`src/verilog/sar_adc_consts.svh`:
```
`ifndef SAR_ADC_CONSTS_SVH
`define SAR_ADC_CONSTS_SVH
// register byte offsets
`define OFS_CTL1 8'h00
`define OFS_CTL2 8'h04
`define OFS_CTL3 8'h08
`define OFS_CTL4 8'h0C
`define OFS_INSEL 8'h10
`define OFS_SCAN 8'h14
`define OFS_RESULT 8'h18
// reset values
`define CTL_RESET 16'h0000
`define WORD_RESET 32'h0000_0000
// converter_control_one field positions
`define CTL1_ON 15
`define CTL1_IDLE_STOP 13
`define CTL1_DMA_ORDER 12
`define CTL1_RES12 10
`define CTL1_FMT 8
`define CTL1_TRIG 5
`define CTL1_SIM 3
`define CTL1_AUTO 2
`define CTL1_SAMPLING 1
`define CTL1_DONE 0
// converter_control_two field positions
`define CTL2_REF 13
`define CTL2_SCAN 10
`define CTL2_CHCNT 8
`define CTL2_HALF 7
`define CTL2_OPS 2
`define CTL2_SPLIT 1
`define CTL2_ALT 0
// converter_control_three field positions
`define CTL3_RC 15
`define CTL3_STIME 8
`define CTL3_DIV 0
// converter_control_four and input select field positions
`define CTL4_DMALEN 0
`define INSEL_A 0
`define INSEL_B 8
// trigger source codes
`define TRIG_SW 3'h0
`define TRIG_PIN 3'h1
`define TRIG_TIMER 3'h2
`define TRIG_PWM 3'h3
`define TRIG_AUTO 3'h7
// upper buffer half
`define HALF_BASE 4'h8
`endif

```
`src/verilog/sar_adc_pkg.sv`:
```
package sar_adc_pkg;
  typedef enum logic [1:0] {st_hold, st_sample, st_convert} seq_state_type;

  typedef struct packed {
    logic on;
    logic idle_stop;
    logic dma_order;
    logic res12;
    logic [1:0] fmt_sel;
    logic [2:0] trig_src;
    logic sim_sampling_active;
    logic auto_start;
    logic done;
    logic [2:0] ref_cfg;
    logic scan_en;
    logic [1:0] ch_count;
    logic [3:0] ops_per_inc;
    logic split_buf;
    logic alt_input;
    logic rc_src;
    logic [4:0] sample_time;
    logic [5:0] clk_div;
    logic [2:0] dma_len;
    logic [4:0] sel_a;
    logic [4:0] sel_b;
    logic [31:0] scan_list;
    seq_state_type state;
    logic [4:0] tick_cnt;
    logic [1:0] ch;
    logic use_b;
    logic [4:0] scan_ptr;
    logic [4:0] cur_in;
    logic [3:0] ops;
    logic [3:0] wr_ptr;
    logic half;
    logic [6:0] sg_cnt;
    logic [15:0] result;
    logic [11:0] result_addr;
    logic result_valid;
    logic event_p;
    logic pin_s1;
    logic pin_s2;
    logic pin_prev;
    logic rc_s1;
    logic rc_s2;
    logic rc_prev;
    logic comp_s1;
    logic comp_s2;
    logic [31:0] prdata;
  } seq_regs_type;

  typedef struct packed {
    logic [5:0] cnt;
    logic tick;
  } div_regs_type;

  typedef struct packed {
    logic busy;
    logic done;
    logic [3:0] bit_idx;
    logic [11:0] code;
  } sar_regs_type;
endpackage

```
`src/verilog/sar_adc_control_sequencer.sv`:
```
`timescale 1ns/1ps
`default_nettype none
`include "sar_adc_consts.svh"
module sar_adc_control_sequencer
  import sar_adc_pkg::*;
(
  // clock and reset
  input wire logic clk_i,
  input wire logic rst_b_i,
  // apb slave
  input wire logic psel_i,
  input wire logic penable_i,
  input wire logic pwrite_i,
  input wire logic [7:0] paddr_i,
  input wire logic [31:0] pwdata_i,
  output logic [31:0] prdata_o,
  output logic pready_o,
  output logic pslverr_o,
  // system and trigger inputs
  input wire logic idle_mode_i,
  input wire logic rc_osc_i,
  input wire logic ext_trig_pin_i,
  input wire logic pwm_interval_i,
  input wire logic timer_compare_i,
  // analog front end
  input wire logic comparator_i,
  output logic converter_enable_o,
  output logic [3:0] sample_o,
  output logic [1:0] conv_channel_o,
  output logic [11:0] dac_code_o,
  output logic [4:0] ch0_input_o,
  output logic input_set_b_o,
  output logic ref_pos_ext_o,
  output logic ref_neg_ext_o,
  // results towards buffer and dma
  output logic [15:0] result_o,
  output logic [11:0] result_addr_o,
  output logic result_valid_o,
  output logic group_done_o,
  output logic dma_req_o
);
  seq_regs_type s_q;
  seq_regs_type s_d;
  logic run;
  logic conv_tick;
  logic sar_start;
  logic sar_abort;
  logic sar_busy;
  logic sar_done;
  logic [11:0] sar_code;
  logic trig;
  logic sw_start;
  logic sw_stop;
  logic wr_en;
  logic rd_en;
  logic hit;
  logic [1:0] last_ch;
  logic [4:0] index;
  logic [11:0] sg_addr;
  logic [11:0] seq_addr;

  function automatic logic [15:0] fmt_result(input logic [11:0] raw, input logic res12,
                                             input logic [1:0] sel);
    logic [15:0] v;
    v = 16'h0000;
    if (res12) begin
      unique case (sel)
        2'h0: v = {4'h0, raw};
        2'h1: v = {{5{~raw[11]}}, raw[10:0]};
        2'h2: v = {raw, 4'h0};
        2'h3: v = {~raw[11], raw[10:0], 4'h0};
      endcase
    end else begin
      unique case (sel)
        2'h0: v = {6'h00, raw[9:0]};
        2'h1: v = {{7{~raw[9]}}, raw[8:0]};
        2'h2: v = {raw[9:0], 6'h00};
        2'h3: v = {~raw[9], raw[8:0], 6'h00};
      endcase
    end
    return v;
  endfunction

  // with wrap clear, lowest selected input above cur, else lowest selected overall
  function automatic logic [4:0] next_scan(input logic [31:0] list, input logic [4:0] cur,
                                           input logic wrap);
    logic [4:0] low;
    logic [4:0] above;
    logic found;
    low = 5'h00;
    above = 5'h00;
    found = 1'b0;
    for (int i = 31; i >= 0; i--) begin
      if (list[i]) begin
        low = 5'(i);
        if (5'(i) > cur) begin
          above = 5'(i);
          found = 1'b1;
        end
      end
    end
    return (found && !wrap) ? above : low;
  endfunction

  function automatic logic [31:0] read_word(input seq_regs_type r, input logic [7:0] a);
    logic [31:0] w;
    w = `WORD_RESET;
    unique case (a)
      `OFS_CTL1: begin
        w[`CTL1_ON] = r.on;
        w[`CTL1_IDLE_STOP] = r.idle_stop;
        w[`CTL1_DMA_ORDER] = r.dma_order;
        w[`CTL1_RES12] = r.res12;
        w[`CTL1_FMT +: 2] = r.fmt_sel;
        w[`CTL1_TRIG +: 3] = r.trig_src;
        w[`CTL1_SIM] = r.sim_sampling_active & ~r.res12;
        w[`CTL1_AUTO] = r.auto_start;
        w[`CTL1_SAMPLING] = (r.state == st_sample);
        w[`CTL1_DONE] = r.done;
      end
      `OFS_CTL2: begin
        w[`CTL2_REF +: 3] = r.ref_cfg;
        w[`CTL2_SCAN] = r.scan_en;
        w[`CTL2_CHCNT +: 2] = r.res12 ? 2'h0 : r.ch_count;
        w[`CTL2_HALF] = r.split_buf & r.half;
        w[`CTL2_OPS +: 4] = r.ops_per_inc;
        w[`CTL2_SPLIT] = r.split_buf;
        w[`CTL2_ALT] = r.alt_input;
      end
      `OFS_CTL3: begin
        w[`CTL3_RC] = r.rc_src;
        w[`CTL3_STIME +: 5] = r.sample_time;
        w[`CTL3_DIV +: 6] = r.clk_div;
      end
      `OFS_CTL4: w[`CTL4_DMALEN +: 3] = r.dma_len;
      `OFS_INSEL: begin
        w[`INSEL_A +: 5] = r.sel_a;
        w[`INSEL_B +: 5] = r.sel_b;
      end
      `OFS_SCAN: w = r.scan_list;
      `OFS_RESULT: w[15:0] = r.result;
      default: w = `WORD_RESET;
    endcase
    return w;
  endfunction

  conv_tick_gen u_tick (
    .clk_i(clk_i),
    .rst_b_i(rst_b_i),
    .enable_i(run && !sar_start), // restart so the first trial settles through the comparator sync
    .rc_src_i(s_q.rc_src),
    .clk_div_i(s_q.clk_div),
    .rc_tick_i(s_q.rc_s2 & ~s_q.rc_prev),
    .tick_o(conv_tick)
  );

  sar_engine u_sar (
    .clk_i(clk_i),
    .rst_b_i(rst_b_i),
    .start_i(sar_start),
    .abort_i(sar_abort),
    .tick_i(conv_tick),
    .res12_i(s_q.res12),
    .comp_i(s_q.comp_s2),
    .busy_o(sar_busy),
    .done_o(sar_done),
    .code_o(sar_code)
  );

  always_comb begin
    hit = (paddr_i == `OFS_CTL1) || (paddr_i == `OFS_CTL2) || (paddr_i == `OFS_CTL3) ||
          (paddr_i == `OFS_CTL4) || (paddr_i == `OFS_INSEL) || (paddr_i == `OFS_SCAN) ||
          (paddr_i == `OFS_RESULT);
    wr_en = psel_i && penable_i && pwrite_i;
    rd_en = psel_i && !penable_i && !pwrite_i;
    // an idle request only halts the block when idle_stop is set
    run = s_q.on && !(s_q.idle_stop && idle_mode_i);
    last_ch = s_q.res12 ? 2'h0 : (s_q.ch_count == 2'h0) ? 2'h0 :
              (s_q.ch_count == 2'h1) ? 2'h1 : 2'h3;
    index = (s_q.ch == 2'h0) ? s_q.cur_in : 5'(s_q.ch - 2'h1);
    sg_addr = (12'(index) << s_q.dma_len) + 12'(s_q.sg_cnt & 7'((8'h01 << s_q.dma_len) - 8'h01));
    seq_addr = s_q.split_buf ? {8'h00, s_q.half, s_q.wr_ptr[2:0]} : {8'h00, s_q.wr_ptr};
    sw_start = 1'b0;
    sw_stop = 1'b0;
    sar_start = 1'b0;
    sar_abort = !run;
    trig = 1'b0;

    s_d = s_q;
    s_d.result_valid = 1'b0;
    s_d.event_p = 1'b0;
    s_d.pin_s1 = ext_trig_pin_i;
    s_d.pin_s2 = s_q.pin_s1;
    s_d.pin_prev = s_q.pin_s2;
    s_d.rc_s1 = rc_osc_i;
    s_d.rc_s2 = s_q.rc_s1;
    s_d.rc_prev = s_q.rc_s2;
    s_d.comp_s1 = comparator_i;
    s_d.comp_s2 = s_q.comp_s1;
    if (rd_en) begin
      s_d.prdata = read_word(s_q, paddr_i);
    end

    if (wr_en) begin
      unique case (paddr_i)
        `OFS_CTL1: begin
          s_d.on = pwdata_i[`CTL1_ON];
          s_d.idle_stop = pwdata_i[`CTL1_IDLE_STOP];
          s_d.dma_order = pwdata_i[`CTL1_DMA_ORDER];
          s_d.res12 = pwdata_i[`CTL1_RES12];
          s_d.fmt_sel = pwdata_i[`CTL1_FMT +: 2];
          s_d.trig_src = pwdata_i[`CTL1_TRIG +: 3];
          s_d.sim_sampling_active = pwdata_i[`CTL1_SIM];
          s_d.auto_start = pwdata_i[`CTL1_AUTO];
          sw_start = pwdata_i[`CTL1_SAMPLING] && !s_q.auto_start;
          sw_stop = !pwdata_i[`CTL1_SAMPLING] && (s_q.trig_src == `TRIG_SW);
          if (!pwdata_i[`CTL1_DONE]) begin
            s_d.done = 1'b0; // a one is ignored
          end
        end
        `OFS_CTL2: begin
          s_d.ref_cfg = pwdata_i[`CTL2_REF +: 3];
          s_d.scan_en = pwdata_i[`CTL2_SCAN];
          s_d.ch_count = pwdata_i[`CTL2_CHCNT +: 2];
          s_d.ops_per_inc = pwdata_i[`CTL2_OPS +: 4];
          s_d.split_buf = pwdata_i[`CTL2_SPLIT];
          s_d.alt_input = pwdata_i[`CTL2_ALT];
        end
        `OFS_CTL3: begin
          s_d.rc_src = pwdata_i[`CTL3_RC];
          s_d.sample_time = pwdata_i[`CTL3_STIME +: 5];
          s_d.clk_div = pwdata_i[`CTL3_DIV +: 6];
        end
        `OFS_CTL4: s_d.dma_len = pwdata_i[`CTL4_DMALEN +: 3];
        `OFS_INSEL: begin
          s_d.sel_a = pwdata_i[`INSEL_A +: 5];
          s_d.sel_b = pwdata_i[`INSEL_B +: 5];
        end
        `OFS_SCAN: s_d.scan_list = pwdata_i;
        default: ;
      endcase
    end

    unique case (s_q.trig_src)
      `TRIG_SW: trig = sw_stop;
      `TRIG_PIN: trig = s_q.pin_s2 && !s_q.pin_prev;
      `TRIG_TIMER: trig = timer_compare_i;
      `TRIG_PWM: trig = pwm_interval_i;
      `TRIG_AUTO: trig = (s_q.tick_cnt == s_q.sample_time);
      default: trig = 1'b0;
    endcase

    unique case (s_q.state)
      st_hold: begin
        if (run && (s_q.auto_start || sw_start)) begin
          s_d.state = st_sample;
          s_d.tick_cnt = 5'h00;
          if (s_q.use_b) begin
            s_d.cur_in = s_q.sel_b;
          end else if (s_q.scan_en) begin
            s_d.cur_in = s_q.scan_ptr;
          end else begin
            s_d.cur_in = s_q.sel_a;
          end
        end
      end
      st_sample: begin
        if (!run) begin
          s_d.state = st_hold;
        end else if (trig) begin
          // hardware ends sampling itself for the pin, timer, pwm and internal counter sources; reserved codes 4 to 6 never end it
          s_d.state = st_convert;
          s_d.ch = 2'h0;
          s_d.done = 1'b0;
          sar_start = 1'b1;
        end else if (conv_tick && (s_q.tick_cnt != s_q.sample_time)) begin
          s_d.tick_cnt = s_q.tick_cnt + 5'h01;
        end
      end
      st_convert: begin
        if (!run) begin
          s_d.state = st_hold;
        end else if (sar_done) begin
          s_d.result = fmt_result(sar_code, s_q.res12, s_q.fmt_sel);
          s_d.result_addr = s_q.dma_order ? seq_addr : sg_addr;
          s_d.result_valid = 1'b1;
          s_d.wr_ptr = s_q.wr_ptr + 4'h1;
          if (s_q.ch != last_ch) begin
            s_d.ch = s_q.ch + 2'h1;
            sar_start = 1'b1;
          end else begin
            s_d.state = st_hold;
            s_d.done = 1'b1; // set after any clear above
            s_d.use_b = s_q.alt_input && !s_q.use_b;
            if (s_q.scan_en && !s_q.use_b) begin
              s_d.scan_ptr = next_scan(s_q.scan_list, s_q.scan_ptr, 1'b0);
            end
            if (s_q.ops >= s_q.ops_per_inc) begin
              s_d.ops = 4'h0;
              s_d.event_p = 1'b1;
              s_d.wr_ptr = 4'h0;
              s_d.half = s_q.split_buf && !s_q.half;
              s_d.sg_cnt = s_q.sg_cnt + 7'h01;
              s_d.scan_ptr = next_scan(s_q.scan_list, s_q.scan_ptr, 1'b1);
            end else begin
              s_d.ops = s_q.ops + 4'h1;
            end
          end
        end
      end
    endcase
  end

  always_ff @(posedge clk_i or negedge rst_b_i) begin
    if (!rst_b_i) begin
      s_q <= '0;
    end else begin
      s_q <= s_d;
    end
  end

  // sequential mode lets each later channel keep tracking until its turn
  always_comb begin
    for (int i = 0; i < 4; i++) begin
      sample_o[i] = (2'(i) <= last_ch) &&
                    ((s_q.state == st_sample) ||
                     (s_q.state == st_convert && !s_q.sim_sampling_active && 2'(i) > s_q.ch));
    end
  end

  assign pready_o = 1'b1;
  assign pslverr_o = psel_i && penable_i && !hit;
  assign prdata_o = s_q.prdata;
  assign converter_enable_o = run;
  assign conv_channel_o = s_q.ch;
  assign dac_code_o = sar_code;
  assign ch0_input_o = s_q.cur_in;
  assign input_set_b_o = s_q.use_b;
  assign ref_pos_ext_o = (s_q.ref_cfg == 3'h1) || (s_q.ref_cfg == 3'h3);
  assign ref_neg_ext_o = (s_q.ref_cfg == 3'h2) || (s_q.ref_cfg == 3'h3);
  assign result_o = s_q.result;
  assign result_addr_o = s_q.result_addr;
  assign result_valid_o = s_q.result_valid;
  assign group_done_o = s_q.event_p;
  assign dma_req_o = s_q.event_p;
endmodule // sar_adc_control_sequencer
`default_nettype wire

```
`src/verilog/conv_tick_gen.sv`:
```
`timescale 1ns/1ps
`default_nettype none
module conv_tick_gen
  import sar_adc_pkg::*;
(
  // clock and reset
  input wire logic clk_i,
  input wire logic rst_b_i,
  // control
  input wire logic enable_i,
  input wire logic rc_src_i,
  input wire logic [5:0] clk_div_i,
  input wire logic rc_tick_i,
  // tick out
  output logic tick_o
);
  div_regs_type s_q;
  div_regs_type s_d;

  always_comb begin
    s_d = s_q;
    s_d.tick = 1'b0;
    if (!enable_i) begin
      s_d.cnt = 6'h00;
    end else if (rc_src_i) begin
      s_d.tick = rc_tick_i;
    end else if (s_q.cnt == clk_div_i) begin
      s_d.cnt = 6'h00; // period is divider plus one cycles
      s_d.tick = 1'b1;
    end else begin
      s_d.cnt = s_q.cnt + 6'h01;
    end
  end

  always_ff @(posedge clk_i or negedge rst_b_i) begin
    if (!rst_b_i) begin
      s_q <= '0;
    end else begin
      s_q <= s_d;
    end
  end

  assign tick_o = s_q.tick;
endmodule // conv_tick_gen
`default_nettype wire

```
`src/verilog/sar_engine.sv`:
```
`timescale 1ns/1ps
`default_nettype none
module sar_engine
  import sar_adc_pkg::*;
(
  // clock and reset
  input wire logic clk_i,
  input wire logic rst_b_i,
  // control
  input wire logic start_i,
  input wire logic abort_i,
  input wire logic tick_i,
  input wire logic res12_i,
  input wire logic comp_i,
  // status and data
  output logic busy_o,
  output logic done_o,
  output logic [11:0] code_o
);
  sar_regs_type s_q;
  sar_regs_type s_d;

  always_comb begin
    s_d = s_q;
    s_d.done = 1'b0;
    if (abort_i) begin
      s_d.busy = 1'b0;
    end else if (start_i) begin
      s_d.busy = 1'b1;
      s_d.bit_idx = res12_i ? 4'hB : 4'h9;
      s_d.code = 12'h000;
      s_d.code[s_d.bit_idx] = 1'b1;
    end else if (s_q.busy && tick_i) begin
      // comparator high keeps the trial bit
      if (!comp_i) begin
        s_d.code[s_q.bit_idx] = 1'b0;
      end
      if (s_q.bit_idx == 4'h0) begin
        s_d.busy = 1'b0;
        s_d.done = 1'b1;
      end else begin
        s_d.bit_idx = s_q.bit_idx - 4'h1;
        s_d.code[s_d.bit_idx] = 1'b1;
      end
    end
  end

  always_ff @(posedge clk_i or negedge rst_b_i) begin
    if (!rst_b_i) begin
      s_q <= '0;
    end else begin
      s_q <= s_d;
    end
  end

  assign busy_o = s_q.busy;
  assign done_o = s_q.done;
  assign code_o = s_q.code;
endmodule // sar_engine
`default_nettype wire

```
`config.mk`:
```
export PLATFORM = sky130hd
export DESIGN_NAME = sar_adc_control_sequencer
export DESIGN_NICKNAME = d
export VERILOG_FILES = /design/src/verilog/sar_adc_pkg.sv /design/src/verilog/sar_adc_control_sequencer.sv /design/src/verilog/conv_tick_gen.sv /design/src/verilog/sar_engine.sv
export VERILOG_INCLUDE_DIRS = /design/src /design/src/verilog
export SDC_FILE = /design/constraint.sdc
export NUM_CORES = 1
export LEC_CHECK = 0
export BUFFER_PORTS_ARGS = -buffer_cell sky130_fd_sc_hd__buf_2
export CORE_UTILIZATION = 50
export CTS_CLUSTER_DIAMETER = 30
export CTS_CLUSTER_SIZE = 28
export DETAILED_ROUTE_END_ITERATION = 6
export PLACE_DENSITY_LB_ADDON = 0.3
export SETUP_SLACK_MARGIN = 0.05
export SLEW_MARGIN = 20
export SYNTH_ARGS = -nofsm -noshare
export SYNTH_HDL_FRONTEND = slang
export SYNTH_HIERARCHICAL = 1
export SYNTH_SLANG_ARGS = --single-unit
export TNS_END_PERCENT = 20
```
`constraint.sdc`:
```
create_clock -name clk_i -period 4.15 [get_ports clk_i]
set_input_delay 0.2075 -clock clk_i [delete_from_list [all_inputs] [get_ports clk_i]]
set_output_delay 0.2075 -clock clk_i [all_outputs]
set_load 0.02 [all_outputs]
```
==> summary.txt, run 1 <==
Num CTS Buffers - 47
Count of pins over their slew limit - 0
Top FF cell, synth - dfrtp_1
DIE WIDTH - 161 um
Deepest clock path buffer count - 3
Internal power - 0.00488 W
Final setup viols - 0
Yosys cell types - 99
Area grow syn2layout - 18.5%
Post-synthesis async set-or-reset flop share - 1.00
Crit end category - flip-flop
Synth top area cells - dfrtp_1, mux2_2, buf_4, nand2_1, o21ai_0
Post-Syn Nets - 1408
CTS root buf - clkbuf_16
Design Power - 0.00637 W
Commonest non-fill, non-tap cell in the layout - dfrtp_1
Worst IR drop on VDD - 0.309 mV
Boundary pin count - 143
Clock share of power - 0.600
Layout net count - 1491
Fin area - 15000 um^2
Total track usage - 0.279
Maximum fanout along the worst path - 9
Final WL - 35600 um
FF-to-FF setup slack - 380 ps
Initial Util - 0.514
Min Tclk post-route - 3770 ps
Wire length per cell - 20.0 um
Global-route wire length before repair - 57000 um
Post-route ant nets - 0
Pin slew with the least headroom to its limit - 928 ps
Crit Path Class - reg2reg
Yosys reg bits - 212
H-tree depth - 2
Avg Inst Size Synth - 9.49 um^2
Length of the first detailed-routing pass in iterations - 5
Area of the core - 24600 um^2
Logic pwr share - 0.063
Max cap viols - 0
HPWL after DPL - 25000 um
CTS tree - built
Slew headroom - 0.381
I/O Buffers - 141
# clock sinks - 212
Antenna Diode Count - 0
Die H - 161 um
Status - finished, final reports clean
CTS clock-pin slew for the worst setup and hold paths - 50 ps
Worst setup endpoint - result_addr_o[11]$_DFFE_PN0P_
FP Rows - 57
Switch Pwr - 0.00150 W
Nature of the critical path startpoint - flip-flop
Routability Congestion - 0.920
Fraction of power spent switching nets - 0.235
Most frequent cells in the layout - dfrtp_1, nand2_1, buf_2
Clock Skews - 23.4 ps
Placed Area - 13000 um^2
Yosys top cell area share - 0.419
Detailed-route vias per instance - 6.02
Max stage delay on crit path - 570 ps
Data required, critical path - 4570 ps
Max Clk Rate - 0.265 GHz
# DRC - 0
Number of enable flip-flop cells after synthesis - 0
Mapped Area - 12700 um^2
Tcrit/Tclk final - 0.909
YS warnings - 6
Count of final hold-check violations - 0
Die area - 26000 um^2
Vias - 10700
Sequential area share after synthesis - 0.419
Worst-path cell chain - ha_1, inv_1, mux4_2, or3_1, inv_1, ha_1, a21o_1, a21oi_1, o21ai_0, a2111oi_2, nor3_1, and3_1, o41ai_1
Clock Latency Late Sink - 550 ps
Vias in the first global route - 10100
Sequential share of power - 0.338
Synth area leader - dfrtp_1
CP startpoint - conv_channel_o[1]$_DFFE_PN0P_
Reg2reg end - result_addr_o[11]$_DFFE_PN0P_
Post-synthesis cell count - 1334
Initial antenna violation count - 0
Leak pwr - 6.92 nW
WP data arrival - 4190 ps
Setup bufs post-CTS - 0
Remaining Overflow, GRT - 0
Proportion of layout cells with a drive suffix above 1 - 0.246
Initial drt markers - 988
Cell count of the worst reg-to-reg path - 13
RSZ-0062 raised after global routing - no
HP Class - in2reg
Launch point of the worst reg-to-reg path - conv_channel_o[1]$_DFFE_PN0P_
Fin Setup TNS - 0 ps
PwrDens - 425 nW/um^2
Largest net degree at the start of global routing - 117
Post-Route Utilization - 0.610
Crit path max-delay cell type - a2111oi_2
[worst min-delay path by stage]
stage                    from                    endpoint  slack [ps]  depth (start not counted)
2_1_floorplan         rst_b_i  ch0_input_o[0]$_DFFE_PN0P_         -90                          0
3_3_place_gp         rc_osc_i           s_d[35]$_DFF_PN0_         320                          1
3_5_place_dp   ext_trig_pin_i           s_d[38]$_DFF_PN0_         320                          1
4_1_cts           pwdata_i[9]        s_q[115]$_DFFE_PN0P_           8                          3
5_1_grt           pwdata_i[9]        s_q[115]$_DFFE_PN0P_          20                          3
6_report          pwdata_i[9]        s_q[115]$_DFFE_PN0P_          20                          3
[cell type report]
class	count	area (um^2)
tap	324	405
clock inverter	20	269
fill	2095	9610
timing repair buffer	191	1170
multi-input combinational	928	6300
inverter	37	139
sequential	212	5310
clock buffer	67	1410
[metal layers]
layer  routed length (um)  share of wire  GRT usage  vias up
met1                15400           0.43      0.395     5210
met5                    0              0          0        -
met2                16200           0.46      0.421      450
li1                     -              -          -     4944
met3                 2440          0.069     0.0393       97
met4                 1550          0.043      0.135        0
[timing repair]
item                                    CTS  global route
hold endpoints to repair                171             0
resized for setup                         0             1
hold buffers                             32             0
endpoints found under the setup margin    0             2
[logic make-up (layout without fill, tap and decap cells)]
| group | Yosys count | after routing | synth area share |
|---|---|---|---|
| AND/OR/NAND/NOR | 437 | 437 | 0.173 |
| AO/OA/AOI/OAI | 332 | 332 | 0.181 |
| flip-flops | 212 | 212 | 0.419 |
| buffers and inverters | 194 | 315 | 0.0848 |
| multiplexers | 105 | 105 | 0.0974 |
| XOR/XNOR | 30 | 30 | 0.0208 |
| adder cells (fa/ha/maj) | 23 | 23 | 0.0233 |
| other | 1 | 1 | 0.000296 |
[metrics by stage]
| stage | hold WS, ps | setup WS, ps | std cells |
|---|---|---|---|
| 2_1_floorplan | -88.1 | 695 | 1334 |
| 3_3_place_gp | 316 | 421 | 1660 |
| 3_5_place_dp | 317 | 373 | 1660 |
| 4_1_cts | 7.55 | 320 | 1779 |
| 5_1_grt | 22.1 | 80.6 | 1779 |
| 6_report | 19.0 | 379 | 1779 |
[sequential cells by signal, indices dropped and copies added, names as in the netlist, 2 cells and up]
register / count
s_q: 112
prdata_o: 32
result_o: 16
result_addr_o: 12
u_sar/code_o: 12
u_tick/s_q: 6
ch0_input_o: 5
s_d: 5
u_sar/s_q: 4
conv_channel_o: 2
[critical path: cells and delay by family (launching register included)]
kind | cells | cell delay (ps)
AOI/OAI and AO/OA | 5 | 1390
and+or+nand+nor | 3 | 730
DFF | 1 | 480
muxes | 1 | 480
adders and majority gates | 2 | 440
buffers and inverters | 2 | 140
[power by group through the flow]
stage | Clock, W | Sequential, W | Combinational [W]
floorplan | 0 | 0.00216 | 0.000244
global placement | 0 | 0.00218 | 0.000371
detailed placement | 0 | 0.00218 | 0.000373
CTS | 0.00387 | 0.00215 | 0.000398
global route | 0.00398 | 0.00216 | 0.000440
finish | 0.00382 | 0.00215 | 0.000399
[synthesized netlist by cell type (8+ instances only)]
cell	n
mux2_2	74
o21ai_0	96
and2_1	8
dfrtp_1	212
a22oi_1	13
a311oi_1	8
a21oi_1	40
a222oi_1	9
nand3_1	47
nand4_1	11
nor2_1	76
a21o_1	10
o211ai_1	22
buf_4	81
a22o_1	11
nand2b_1	14
buf_2	20
clkbuf_1	48
a31oi_1	18
a211oi_1	8
nand2_1	161
nand3b_1	9
nor2b_1	25
mux2i_1	20
nor3_1	16
nor3b_1	8
inv_1	34
ha_1	22
xnor2_1	25
nor4_1	10
and3_1	9
(Power assumes the default switching activity.)
==> run 2, diff against run 1 <==
Settings changed: SYNTH_HIERARCHICAL 1 to not set.
Clock period 4.15 ns to 3.5 ns, I/O delays scaled along.
==> run 2 against run 1 <==
  * Non-clock buffer count up 9
  * Critical path depth up 3
  * Sequential cell count unchanged
  * Largest power group unchanged
  * Critical path type unchanged
==> summary.txt, run 2 <==
YS warnings - 0
Crit Path Class - reg2reg
Critical path's top delay family - compound AO/OA/AOI/OAI gates
Design Power - 0.00755 W
Initial antenna violation count - 0
Total track usage - 0.272
Worst IR drop on VDD - 0.478 mV
WP depth - 16
Post-synthesis cell count - 1334
Post-synthesis async set-or-reset flop share - 1.00
Fraction of power spent switching nets - 0.253
Avg Inst Size Synth - 9.41 um^2
Top cells by count, synth - dfrtp_1, nand2_1, nor2_1
Detailed-route vias per instance - 5.98
Final WL - 35400 um
Max stage delay on crit path - 450 ps
Post-route ant nets - 0
Synth area leader - dfrtp_1
Top FF cell, synth - dfrtp_1
Count of pins over their slew limit - 0
Count of final hold-check violations - 0
Post-Syn Nets - 1409
Initial Util - 0.513
Length of the first detailed-routing pass in iterations - 5
Max Clk Rate - 0.310 GHz
Mapped Area - 12600 um^2
Top reg by flops - s_q
Met1 Wirelength - 15400 um
Hold_ws - 15.2 ps
Deepest clock path buffer count - 3
Yosys top cell area share - 0.422
Commonest non-fill, non-tap cell in the layout - dfrtp_1
Maximum fanout along the worst path - 12
Boundary pin count - 143
Clock Latency Late Sink - 550 ps
Routability Congestion - 0.899
Final worst slack - 279 ps
Die H - 160 um
CTS clock-pin slew for the worst setup and hold paths - 60 ps
Antenna Diode Count - 0
# clock sinks - 212
Max cap viols - 0
RSZ-0062 raised after global routing - no
Internal power - 0.00564 W
Final setup viols - 0
Switch Pwr - 0.00191 W
Number of enable flip-flop cells after synthesis - 0
I/O Buffers - 141
DIE WIDTH - 160 um
Dpl ws - 101 ps
Tcrit/Tclk final - 0.920
Max reg flops - 112
Hold Crit Depth - 2
Sequential share of power - 0.345
Clock share of power - 0.564
Most frequent cells in the layout - dfrtp_1, nand2_1, buf_2
Status - finished, final reports clean
Die area - 25800 um^2
Count leader, synth - dfrtp_1
HPWL after DPL - 24900 um
Num CTS Buffers - 46
Vias in the first global route - 9956
Wire length per cell - 19.9 um
Area of the core - 24500 um^2
Nature of the critical path startpoint - flip-flop
Yosys reg bits - 212
Data required, critical path - 3910 ps
Setup bufs post-CTS - 0
WP data arrival - 3630 ps
Fin Setup TNS - 0 ps
Proportion of layout cells with a drive suffix above 1 - 0.244
FF-to-FF setup slack - 280 ps
Vias - 10700
Layout net count - 1501
Synth top area cells - dfrtp_1, mux2_2, buf_4, nand2_1, o21ai_0
Cell count of the worst reg-to-reg path - 16
Logic pwr share - 0.091
Crit path max-delay cell type - dfrtp_1
Slew headroom - 0.451
CTS root buf - clkbuf_16
Met3 wire length - 2270 um
Largest net degree at the start of global routing - 105
Final Instance Count excl. Fillers - 1785
Min Tclk post-route - 3220 ps
CP bufs+invs - 1
Met2 Routed Length - 16400 um
HP Class - in2reg
Global-route wire length before repair - 55300 um
Leak pwr - 7.04 nW
Cell count after placement - 1669
Remaining Overflow, GRT - 0
CTS tree - built
Pin slew with the least headroom to its limit - 824 ps
FP Rows - 57
Yosys cell types - 81
H-tree depth - 2
Initial drt markers - 1066
Area grow syn2layout - 18.4%
DR top layer - met4
Crit end category - flip-flop
PwrDens - 507 nW/um^2
Clock Skews - 42.8 ps
Sequential area share after synthesis - 0.422
Worst-path cell chain - inv_1, ha_4, nor2_1, a21oi_1, nor2_1, nand2_1, o21ai_0, o21a_1, ha_1, nand3_1, o211ai_1, o41a_1, nand4b_1, nor2_2, a21oi_1, a221o_1
# DRC - 0
==> run 2: changes by cell type after synthesis, moves of 7 or more <==
cell / change
a21oi_1: +21
and3_1: +7
buf_2: -13
mux2_2: +13
nand2_1: -14
nor2_1: +14
nor3_1: +7
o211ai_1: -13
o21ai_0: -13
xor2_1: +9
==> run 2: worst paths after layout <==
check | from | end
min | pwdata_i[3] | s_q[146]$_DFFE_PN0P_
min in group asynchronous | rst_b_i | s_q[72]$_DFFE_PN0P_
max | conv_channel_o[1]$_DFFE_PN0P_ | result_addr_o[11]$_DFFE_PN0P_
min reg2reg | s_d[35]$_DFF_PN0_ | s_d[34]$_DFF_PN0_
max reg2reg | conv_channel_o[1]$_DFFE_PN0P_ | result_addr_o[11]$_DFFE_PN0P_
max in group asynchronous | rst_b_i | s_q[124]$_DFFE_PN0P_
==> run 2: cell type report <==
cell class | count | area (um^2)
Fill cell | 2034 | 9590
Multi-Input combinational cell | 932 | 6220
Sequential cell | 212 | 5310
Clock buffer | 64 | 1320
Timing Repair Buffer | 200 | 1250
Tap cell | 324 | 405
Clock inverter | 19 | 235
Inverter | 34 | 128
==> run 2: timing repair <==
action / 4_1_cts / 5_1_grt
endpoints found under the setup margin: 0 / 4
endpoints found under the hold margin: 167 / 0
resized for setup: 0 / 4
hold buffers: 33 / 0
==> run 2: power by group through the flow <==
stage	registers (W)	clock network [W]	logic (W)
2_1_floorplan	0.00261	0	0.000443
3_3_place_gp	0.00263	0	0.000637
3_5_place_dp	0.00264	0	0.000644
4_1_cts	0.00260	0.00431	0.000679
5_1_grt	0.00261	0.00444	0.000754
6_report	0.00260	0.00426	0.000685
==> run 2: layer usage <==
metal | GRT usage | vias to the layer above
met5 | 0 | -
met4 | 0.118 | 0
met3 | 0.0442 | 91
met2 | 0.416 | 413
met1 | 0.382 | 5218
li1 | - | 4947
==> run 2: cells by family (layout without fill, tap and decap cells) <==
logic type      Yosys count  count (layout)  share of synthesized area
buf+inv                 190             317                     0.0841
mux                     109             109                     0.0965
fa+ha+maj                24              24                     0.0245
flops                   212             212                      0.422
other cells               1               1                   0.000299
compound gates          334             334                      0.181
simple gates            431             431                      0.168
xor+xnor                 33              33                     0.0230
==> run 2: through the flow <==
step / util / instance area [um^2]
2_1_floorplan: - / 12600
3_3_place_gp: 0.530 / 13000
3_5_place_dp: 0.530 / 13000
4_1_cts: 0.607 / 14900
5_1_grt: 0.608 / 14900
6_report: 0.608 / 14900
